--- src/radio_task_event_defines.svh ---
// Offsets, field positions and reset values of the radio task and event bank.
// Assumes an APB slave with 32-bit data, one aligned word per register.
// Behaviour
// - Stop task halts ongoing transmit or receive
// - Disable task shuts radio out of enabled
// - Strength start task takes exactly one sample
// - Strength stop task ends running measurement
// - Bit counter start task starts counting bits
// - Bit counter stop task halts bit counter
// - Ramp done flag set after ramp-up, resets zero
// - Address flag set when address sent/received
// - Payload flag set when payload sent/received
// - Packet done flag set when packet complete
`ifndef RADIO_TASK_EVENT_DEFINES_SVH
`define RADIO_TASK_EVENT_DEFINES_SVH

`define RTE_ADDR_W              12
`define RTE_OFF_START           12'h008
`define RTE_OFF_STOP            12'h00c
`define RTE_OFF_DISABLE         12'h010
`define RTE_OFF_SAMPLE_START    12'h014
`define RTE_OFF_SAMPLE_STOP     12'h018
`define RTE_OFF_BC_START        12'h01c
`define RTE_OFF_BC_STOP         12'h020
`define RTE_OFF_RAMP_DONE       12'h100
`define RTE_OFF_ADDRESS         12'h104
`define RTE_OFF_PAYLOAD         12'h108
`define RTE_OFF_PACKET_DONE     12'h10c
`define RTE_OFF_IRQ_MASK        12'h304
`define RTE_OFF_IRQ_STATUS      12'h308
`define RTE_OFF_CORE_STATE      12'h400

`define RTE_TRIGGER_BIT         0
`define RTE_EVENT_BIT           0
`define RTE_NUM_EVENTS          4
`define RTE_EV_RAMP_DONE        0
`define RTE_EV_ADDRESS          1
`define RTE_EV_PAYLOAD          2
`define RTE_EV_PACKET_DONE      3
`define RTE_ST_RAMPED           0
`define RTE_ST_ACTIVE           1
`define RTE_ST_SAMPLING         2
`define RTE_ST_COUNTING         3
`define RTE_RESET_VALUE         32'h0000_0000

`endif

--- src/radio_task_event_pkg.sv ---
// Types shared by the radio task and event bank.
// Assumes the defines header is compiled alongside.
package radio_task_event_pkg;

    typedef enum logic [1:0] {
        RADIO_OFF,
        RADIO_RAMPED,
        RADIO_ACTIVE
    } radio_mode_t;

    typedef struct packed {
        logic        flag;
    } flag_state_t;

    typedef struct packed {
        radio_mode_t mode;
        logic        sampling;
        logic        counting;
        logic [3:0]  irq_mask;
        logic [3:0]  irq_status;
        logic        irq;
        logic        pready;
        logic        pslverr;
        logic [31:0] prdata;
        logic        start_pulse;
        logic        stop_pulse;
        logic        disable_pulse;
        logic        sample_start_pulse;
        logic        sample_stop_pulse;
        logic        bc_start_pulse;
        logic        bc_stop_pulse;
    } bank_state_t;

endpackage : radio_task_event_pkg

--- src/radio_event_flag.sv ---
// One sticky event flag of the bank.
// Assumes set and write strobes are synchronous one-cycle pulses.
`timescale 1ns/1ns
`default_nettype none

module radio_event_flag
(
    // Clock and reset
    input  wire logic sys_clk,
    input  wire logic rst_n,
    // Hardware event and software write
    input  wire logic set_in,
    input  wire logic wr_en,
    input  wire logic wr_bit,
    // Flag
    output var  logic flag
);

    radio_task_event_pkg::flag_state_t state_reg;
    radio_task_event_pkg::flag_state_t state_next;

    // A hardware event in the cycle of a software write wins
    always_comb
    begin
        state_next = state_reg;
        if (wr_en)
        begin
            state_next.flag = wr_bit;
        end
        if (set_in)
        begin
            state_next.flag = 1'b1;
        end
    end

    always_ff @(posedge sys_clk or negedge rst_n)
    begin
        if (!rst_n)
        begin
            state_reg <= '0;
        end
        else
        begin
            state_reg <= state_next;
        end
    end

    assign flag = state_reg.flag;

endmodule : radio_event_flag

`default_nettype wire

--- src/radio_task_event_registers.sv ---
// Task and event register bank of the packet radio, APB slave.
// Assumes the radio core gives one-cycle event pulses on sys_clk and
// accepts one-cycle task pulses; interconnect task inputs are pulses too.
//
// Added by the designer: the APB interface to the registers.
`timescale 1ns/1ns
`default_nettype none
`include "radio_task_event_defines.svh"

module radio_task_event_registers
(
    // Clock and reset
    input  wire logic        sys_clk,
    input  wire logic        rst_n,
    // APB slave
    input  wire logic        psel,
    input  wire logic        penable,
    input  wire logic        pwrite,
    input  wire logic [11:0] paddr,
    input  wire logic [31:0] pwdata,
    output var  logic [31:0] prdata,
    output var  logic        pready,
    output var  logic        pslverr,
    // Task triggers from the event interconnect
    input  wire logic        ic_start,
    input  wire logic        ic_stop,
    input  wire logic        ic_disable,
    input  wire logic        ic_sample_start,
    input  wire logic        ic_sample_stop,
    input  wire logic        ic_bc_start,
    input  wire logic        ic_bc_stop,
    // Events from the radio core
    input  wire logic        core_ramp_done,
    input  wire logic        core_address,
    input  wire logic        core_payload,
    input  wire logic        core_packet_done,
    input  wire logic        core_sample_done,
    // Task pulses to the radio core
    output var  logic        radio_start,
    output var  logic        radio_stop,
    output var  logic        radio_disable,
    output var  logic        strength_sample_start,
    output var  logic        strength_sample_stop,
    output var  logic        bit_counter_start,
    output var  logic        bit_counter_stop,
    // Core state and interrupt
    output var  logic        radio_enabled,
    output var  logic        radio_running,
    output var  logic        sampling_busy,
    output var  logic        bit_counter_running,
    output var  logic        irq
);

    radio_task_event_pkg::bank_state_t state_reg;
    radio_task_event_pkg::bank_state_t state_next;

    logic                         setup_phase;
    logic                         write_taken;
    logic [`RTE_NUM_EVENTS-1:0]   event_in;
    logic [`RTE_NUM_EVENTS-1:0]   event_flag;
    logic [`RTE_NUM_EVENTS-1:0]   event_wr;
    logic                         wr_trigger;
    logic                         start_req;
    logic                         stop_req;
    logic                         disable_req;
    logic                         sample_start_req;
    logic                         sample_stop_req;
    logic                         bc_start_req;
    logic                         bc_stop_req;
    logic                         addr_mapped;
    logic [31:0]                  read_value;
    logic [3:0]                   core_state;

    assign setup_phase = psel && !penable;
    // The write lands on the edge where the master sees pready high
    assign write_taken = psel && penable && pwrite && state_reg.pready;
    assign wr_trigger  = pwdata[`RTE_TRIGGER_BIT];

    assign event_in[`RTE_EV_RAMP_DONE]   = core_ramp_done;
    assign event_in[`RTE_EV_ADDRESS]     = core_address;
    assign event_in[`RTE_EV_PAYLOAD]     = core_payload;
    assign event_in[`RTE_EV_PACKET_DONE] = core_packet_done;

    // Software writes of trigger value or interconnect pulses request tasks
    assign start_req = ic_start
        || (write_taken && paddr == `RTE_OFF_START && wr_trigger);
    assign stop_req = ic_stop
        || (write_taken && paddr == `RTE_OFF_STOP && wr_trigger);
    assign disable_req = ic_disable
        || (write_taken && paddr == `RTE_OFF_DISABLE && wr_trigger);
    assign sample_start_req = ic_sample_start
        || (write_taken && paddr == `RTE_OFF_SAMPLE_START && wr_trigger);
    assign sample_stop_req = ic_sample_stop
        || (write_taken && paddr == `RTE_OFF_SAMPLE_STOP && wr_trigger);
    assign bc_start_req = ic_bc_start
        || (write_taken && paddr == `RTE_OFF_BC_START && wr_trigger);
    assign bc_stop_req = ic_bc_stop
        || (write_taken && paddr == `RTE_OFF_BC_STOP && wr_trigger);

    // Event flags: written value stored, hardware event wins
    genvar gi;
    generate
        for (gi = 0; gi < `RTE_NUM_EVENTS; gi = gi + 1)
        begin : g_event
            assign event_wr[gi] = write_taken
                && paddr == (`RTE_OFF_RAMP_DONE + 12'(4 * gi));

            radio_event_flag u_flag
            (
                .sys_clk (sys_clk),
                .rst_n   (rst_n),
                .set_in  (event_in[gi]),
                .wr_en   (event_wr[gi]),
                .wr_bit  (pwdata[`RTE_EVENT_BIT]),
                .flag    (event_flag[gi])
            );
        end
    endgenerate

    assign core_state[`RTE_ST_RAMPED]   = state_reg.mode != radio_task_event_pkg::RADIO_OFF;
    assign core_state[`RTE_ST_ACTIVE]   = state_reg.mode == radio_task_event_pkg::RADIO_ACTIVE;
    assign core_state[`RTE_ST_SAMPLING] = state_reg.sampling;
    assign core_state[`RTE_ST_COUNTING] = state_reg.counting;

    // Address decode and read mux; task registers are write only
    always_comb
    begin
        addr_mapped = 1'b1;
        read_value  = `RTE_RESET_VALUE;
        unique case (paddr)
            `RTE_OFF_START,
            `RTE_OFF_STOP,
            `RTE_OFF_DISABLE,
            `RTE_OFF_SAMPLE_START,
            `RTE_OFF_SAMPLE_STOP,
            `RTE_OFF_BC_START,
            `RTE_OFF_BC_STOP:
            begin
                read_value = `RTE_RESET_VALUE;
            end
            `RTE_OFF_RAMP_DONE:
            begin
                read_value[`RTE_EVENT_BIT] = event_flag[`RTE_EV_RAMP_DONE];
            end
            `RTE_OFF_ADDRESS:
            begin
                read_value[`RTE_EVENT_BIT] = event_flag[`RTE_EV_ADDRESS];
            end
            `RTE_OFF_PAYLOAD:
            begin
                read_value[`RTE_EVENT_BIT] = event_flag[`RTE_EV_PAYLOAD];
            end
            `RTE_OFF_PACKET_DONE:
            begin
                read_value[`RTE_EVENT_BIT] = event_flag[`RTE_EV_PACKET_DONE];
            end
            `RTE_OFF_IRQ_MASK:
            begin
                read_value[3:0] = state_reg.irq_mask;
            end
            `RTE_OFF_IRQ_STATUS:
            begin
                read_value[3:0] = state_reg.irq_status;
            end
            `RTE_OFF_CORE_STATE:
            begin
                read_value[3:0] = core_state;
            end
            default:
            begin
                addr_mapped = 1'b0;
            end
        endcase
    end

    always_comb
    begin
        state_next = state_reg;

        // Bus answer: pready high for one access cycle after setup
        state_next.pready  = setup_phase;
        state_next.pslverr = setup_phase && !addr_mapped;
        if (setup_phase)
        begin
            state_next.prdata = pwrite ? `RTE_RESET_VALUE : read_value;
        end

        state_next.start_pulse        = 1'b0;
        state_next.stop_pulse         = 1'b0;
        state_next.disable_pulse      = 1'b0;
        state_next.sample_start_pulse = 1'b0;
        state_next.sample_stop_pulse  = 1'b0;
        state_next.bc_start_pulse     = 1'b0;
        state_next.bc_stop_pulse      = 1'b0;

        // Radio mode; disable overrides stop, stop overrides start
        unique case (state_reg.mode)
            radio_task_event_pkg::RADIO_OFF:
            begin
                if (core_ramp_done && !disable_req)
                begin
                    state_next.mode = radio_task_event_pkg::RADIO_RAMPED;
                end
            end
            radio_task_event_pkg::RADIO_RAMPED:
            begin
                if (disable_req)
                begin
                    state_next.mode = radio_task_event_pkg::RADIO_OFF;
                end
                else if (start_req && !stop_req)
                begin
                    state_next.mode        = radio_task_event_pkg::RADIO_ACTIVE;
                    state_next.start_pulse = 1'b1;
                end
            end
            radio_task_event_pkg::RADIO_ACTIVE:
            begin
                if (disable_req)
                begin
                    state_next.mode = radio_task_event_pkg::RADIO_OFF;
                end
                else if (stop_req || core_packet_done)
                begin
                    state_next.mode = radio_task_event_pkg::RADIO_RAMPED;
                end
            end
            // The fourth code of the mode field is never used
            default:
            begin
                state_next.mode = radio_task_event_pkg::RADIO_OFF;
            end
        endcase

        if (stop_req && !disable_req)
        begin
            state_next.stop_pulse = 1'b1;
        end
        if (disable_req)
        begin
            state_next.disable_pulse = 1'b1;
        end

        // One-shot strength sample: busy until sample done, stop or disable
        if (sample_stop_req || disable_req)
        begin
            state_next.sampling          = 1'b0;
            state_next.sample_stop_pulse = state_reg.sampling;
        end
        else if (sample_start_req && !state_reg.sampling)
        begin
            state_next.sampling           = 1'b1;
            state_next.sample_start_pulse = 1'b1;
        end
        else if (core_sample_done)
        begin
            state_next.sampling = 1'b0;
        end

        // Bit counter run state
        if (bc_stop_req || disable_req)
        begin
            state_next.counting       = 1'b0;
            state_next.bc_stop_pulse  = 1'b1;
        end
        else if (bc_start_req)
        begin
            state_next.counting       = 1'b1;
            state_next.bc_start_pulse = 1'b1;
        end

        // Interrupt status: write one clears, a new event wins
        if (write_taken && paddr == `RTE_OFF_IRQ_MASK)
        begin
            state_next.irq_mask = pwdata[3:0];
        end
        if (write_taken && paddr == `RTE_OFF_IRQ_STATUS)
        begin
            state_next.irq_status = state_reg.irq_status & ~pwdata[3:0];
        end
        state_next.irq_status = state_next.irq_status | event_in;
        state_next.irq = |(state_next.irq_status & state_next.irq_mask);
    end

    always_ff @(posedge sys_clk or negedge rst_n)
    begin
        if (!rst_n)
        begin
            state_reg      <= '0;
            state_reg.mode <= radio_task_event_pkg::RADIO_OFF;
        end
        else
        begin
            state_reg <= state_next;
        end
    end

    assign prdata                = state_reg.prdata;
    assign pready                = state_reg.pready;
    assign pslverr               = state_reg.pslverr;
    assign radio_start           = state_reg.start_pulse;
    assign radio_stop            = state_reg.stop_pulse;
    assign radio_disable         = state_reg.disable_pulse;
    assign strength_sample_start = state_reg.sample_start_pulse;
    assign strength_sample_stop  = state_reg.sample_stop_pulse;
    assign bit_counter_start     = state_reg.bc_start_pulse;
    assign bit_counter_stop      = state_reg.bc_stop_pulse;
    assign radio_enabled         = state_reg.mode != radio_task_event_pkg::RADIO_OFF;
    assign radio_running         = state_reg.mode == radio_task_event_pkg::RADIO_ACTIVE;
    assign sampling_busy         = state_reg.sampling;
    assign bit_counter_running   = state_reg.counting;
    assign irq                   = state_reg.irq;

endmodule : radio_task_event_registers

`default_nettype wire

--- config.mk ---
export PLATFORM = sky130hd
export DESIGN_NAME = radio_task_event_registers
export DESIGN_NICKNAME = d
export VERILOG_FILES = /design/src/radio_task_event_pkg.sv /design/src/radio_event_flag.sv /design/src/radio_task_event_registers.sv
export VERILOG_INCLUDE_DIRS = /design/src
export SDC_FILE = /design/constraint.sdc
export NUM_CORES = 1
export LEC_CHECK = 0
export ABC_AREA = 1
export BUFFER_PORTS_ARGS = -buffer_cell sky130_fd_sc_hd__buf_2
export CAP_MARGIN = 20
export CORE_MARGIN = 1
export CORE_UTILIZATION = 40
export DETAILED_ROUTE_END_ITERATION = 8
export HOLD_SLACK_MARGIN = 0.08
export PLACE_DENSITY = 0.77
export SLEW_MARGIN = 10
export SYNTH_ARGS = -nofsm -noshare
export SYNTH_HDL_FRONTEND = slang
export SYNTH_SLANG_ARGS = --single-unit
--- constraint.sdc ---
create_clock -name sys_clk -period 1.3 [get_ports sys_clk]
set_input_delay 0.26 -clock sys_clk [delete_from_list [all_inputs] [get_ports sys_clk]]
set_output_delay 0.26 -clock sys_clk [all_outputs]
set_load 0.03 [all_outputs]
==> flow_summary.json <==
{
  "critPathCaptureType": "flop",
  "fin_area_um2": 2780,
  "placed_cell_area_um2": 2500,
  "synth_seq_cells": 30,
  "area_delta_synth_final_pct": 34.3,
  "via_per_inst": 4.59,
  "ys_seq_area_share_pct": 36.3,
  "largest_register_ffs": 10,
  "drtPass1Iterations": 4,
  "crit_required_ns": 1.47,
  "layout_setup_ws_ns": -0.0943,
  "cts_num_sinks": 30,
  "wl_um": 4880,
  "power_density_nw_per_um2": 1010,
  "finalMaxSlewViolations": 0,
  "cts_tree": "done",
  "wl_per_cell_um": 11.5,
  "max-cap-violations": 0,
  "routabilityCongestion": 0.895,
  "power_mw": 2.82,
  "path_clk_slew_ns": 0.07,
  "synth.distinct_cells": 30,
  "fill_cells": 441,
  "syn_area_um2": 2070,
  "yosysWarnings": 0,
  "setup_viol": 11,
  "whs_path_depth": 3,
  "root_buffer": "clkbuf_8",
  "failed_checks": "setup timing",
  "startpoint_type": "flop",
  "drtIter0Drc": 76,
  "start_util_pct": 42.7,
  "period_needed_ns": 1.39,
  "ios": 107,
  "p_leak_nw": 1.55,
  "finalHoldViolCount": 0,
  "ir_drop_mv": 0.431,
  "die_area_um2": 5460,
  "wl_met3_um": 245,
  "antenna_cells": 0,
  "design.core.area_um2": 4850,
  "ff2ff_setup_slack_ns": -0.09,
  "crit_type": "flop to flop",
  "synth.avg_cell_area_um2": 7.63,
  "hold-path-endpoint": "bit_counter_stop$_DFF_PN0_",
  "htree_levels": 2,
  "critPathArrivalTime_ns": 1.57,
  "multi_input_area_um2": 1100,
  "vias": 1941,
  "fp.dieH_um": 73.9,
  "r2r_cells": 6,
  "io_buffer_count": 50,
  "hp-class": "input port to flop",
  "drive_gt1_share_pct": 39.9,
  "min_from": "ic_bc_stop",
  "die_x_um": 73.9,
  "num-nets-final": 416,
  "r2r-start": "pready$_DFF_PN0_",
  "clk_latency_ns": 0.29,
  "rows": 25,
  "rsz0062_at_grt": "true",
  "grt_pass1_vias": 1791,
  "grt_overflow_total": 0,
  "grt_pass1_wl_um": 7670,
  "rr_endpoint": "strength_sample_start$_DFF_PN0_",
  "cts_made_buffers": 5,
  "outcome": "complete, but fails checks",
  "syn_inst": 271,
  "met2_length_um": 2470,
  "timing.fmax_ghz": 0.717,
  "antenna_found_initial": 0,
  "track_usage_pct": 18.6,
  "post-route-drc-count": 0,
  "hpwl_um": 3670,
  "cp_max_fo": 4,
  "top_layer": "met4",
  "grt_max_degree": 31,
  "regArea_um2": 752,
  "detail-route-antenna-nets": 0,
  "wl_met1_um": 2090,
  "finalCritPeriodShare_pct": 107,
  "finClkSkew_ns": 0.00310,
  "clockBufferDepth": 2
}
-- stage by stage --
| stage | setup slack, ns | instances | TNS [ns] | util (%) | hold slack (ns) |
|---|---|---|---|---|---|
| after floorplan | -0.0112 | 298 | -0.0112 | - | -0.0356 |
| after global placement | -0.172 | 411 | -2.09 | 51.5 | 0.225 |
| after detailed placement | -0.167 | 411 | -2.63 | 51.5 | 0.224 |
| after CTS | -0.0113 | 421 | -0.0178 | 55.9 | 0.200 |
| after global routing | -0.172 | 423 | -1.54 | 57.3 | 0.199 |
| final | -0.0943 | 423 | -0.636 | 57.3 | 0.198 |
-- synthesized netlist by cell type (all sizes together) --
| library cell | n | area (um2) |
|---|---|---|
| a21oi | 4 | 20.0 |
| nor2b | 1 | 6.26 |
| nor3 | 6 | 46.3 |
| nand3 | 26 | 155 |
| o21ai | 9 | 48.8 |
| a31oi | 2 | 12.5 |
| inv | 36 | 135 |
| and3 | 1 | 6.26 |
| dfrtp | 30 | 751 |
| conb | 1 | 3.75 |
| nor2 | 37 | 211 |
| nand4 | 9 | 56.3 |
| buf | 35 | 274 |
| o21bai | 1 | 11.3 |
| o311ai | 4 | 35.0 |
| o22ai | 1 | 12.5 |
| o211ai | 2 | 15.0 |
| nand2 | 66 | 268 |
-- placed cells by master (no fill, tap or decap), types with 7 or more instances in the layout --
cell type / synthesis / final
conb_1: 1 / 28
nand4_1: 9 / 9
nor2_1: 27 / 19
nor2_4: 4 / 8
nand2_1: 60 / 59
inv_2: 6 / 10
dfrtp_1: 30 / 29
nor2_2: 4 / 8
nand3_2: 5 / 7
buf_4: 33 / 31
o21ai_0: 8 / 7
buf_2: 0 / 47
nand3_1: 21 / 19
inv_1: 30 / 26
-- layer usage --
| layer | vias to the layer above | track usage [%] |
|---|---|---|
| li1 | 974 | - |
| met1 | 894 | 21.7 |
| met2 | 63 | 32.6 |
| met3 | 10 | 4.80 |
| met4 | 0 | 6.84 |
| met5 | - | 0 |
-- cell families after synthesis --
logic type | synth area share, %
buffers and inverters | 19.8
other | 0.181
AND/OR/NAND/NOR | 36.2
flip-flops | 36.3
AO/OA/AOI/OAI | 7.50
-- power by group --
part,internal (mW),total (mW),switching [mW]
registers,0.967,1.01,0.0406
clock network,0.817,1.19,0.373
logic,0.206,0.618,0.411
total,1.99,2.82,0.825
-- critical path: stages (launching register included) --
cell and delay, ns:
dfrtp_2 0.38, nand2_4 0.07, nor3_4 0.30, inv_2 0.12
nor3_4 0.21, nor3_4 0.06, nor2b_1 0.13
-- timing repair --
item	4_1_cts	5_1_grt
endpoints found under the hold margin	30	0
pin swaps	2	2
buffers inserted	1	2
resized for setup	14	17
setup endpoints to repair	11	17
hold buffers	1	0
cloned	0	0
-- area by class of cell --
type	count	area share, %
clock buffers	6	2.97
well taps	67	3.02
flip-flops and latches	30	27.1
clock inverters	2	2.16
repair buffers	85	20.3
inverters	36	4.86
multi-input cells	197	39.6
-- worst max-delay path by stage --
stage                                    from                              end  slack [ns]  depth (start not counted)
finish                       pready$_DFF_PN0_  strength_sample_start$_DFF_PN0_       -0.09                          6
global route                 pready$_DFF_PN0_        state_reg[52]$_DFFE_PN0P_       -0.17                          8
CTS                 state_reg[52]$_DFFE_PN0P_                    radio_enabled       -0.01                          3
detailed placement                   paddr[5]                    irq$_DFF_PN0_       -0.17                         11
global placement                     paddr[5]                    irq$_DFF_PN0_       -0.17                         11
floorplan                    pready$_DFF_PN0_                    irq$_DFF_PN0_       -0.01                         10
No activity file was read; power rests on OpenSTA's default activity.
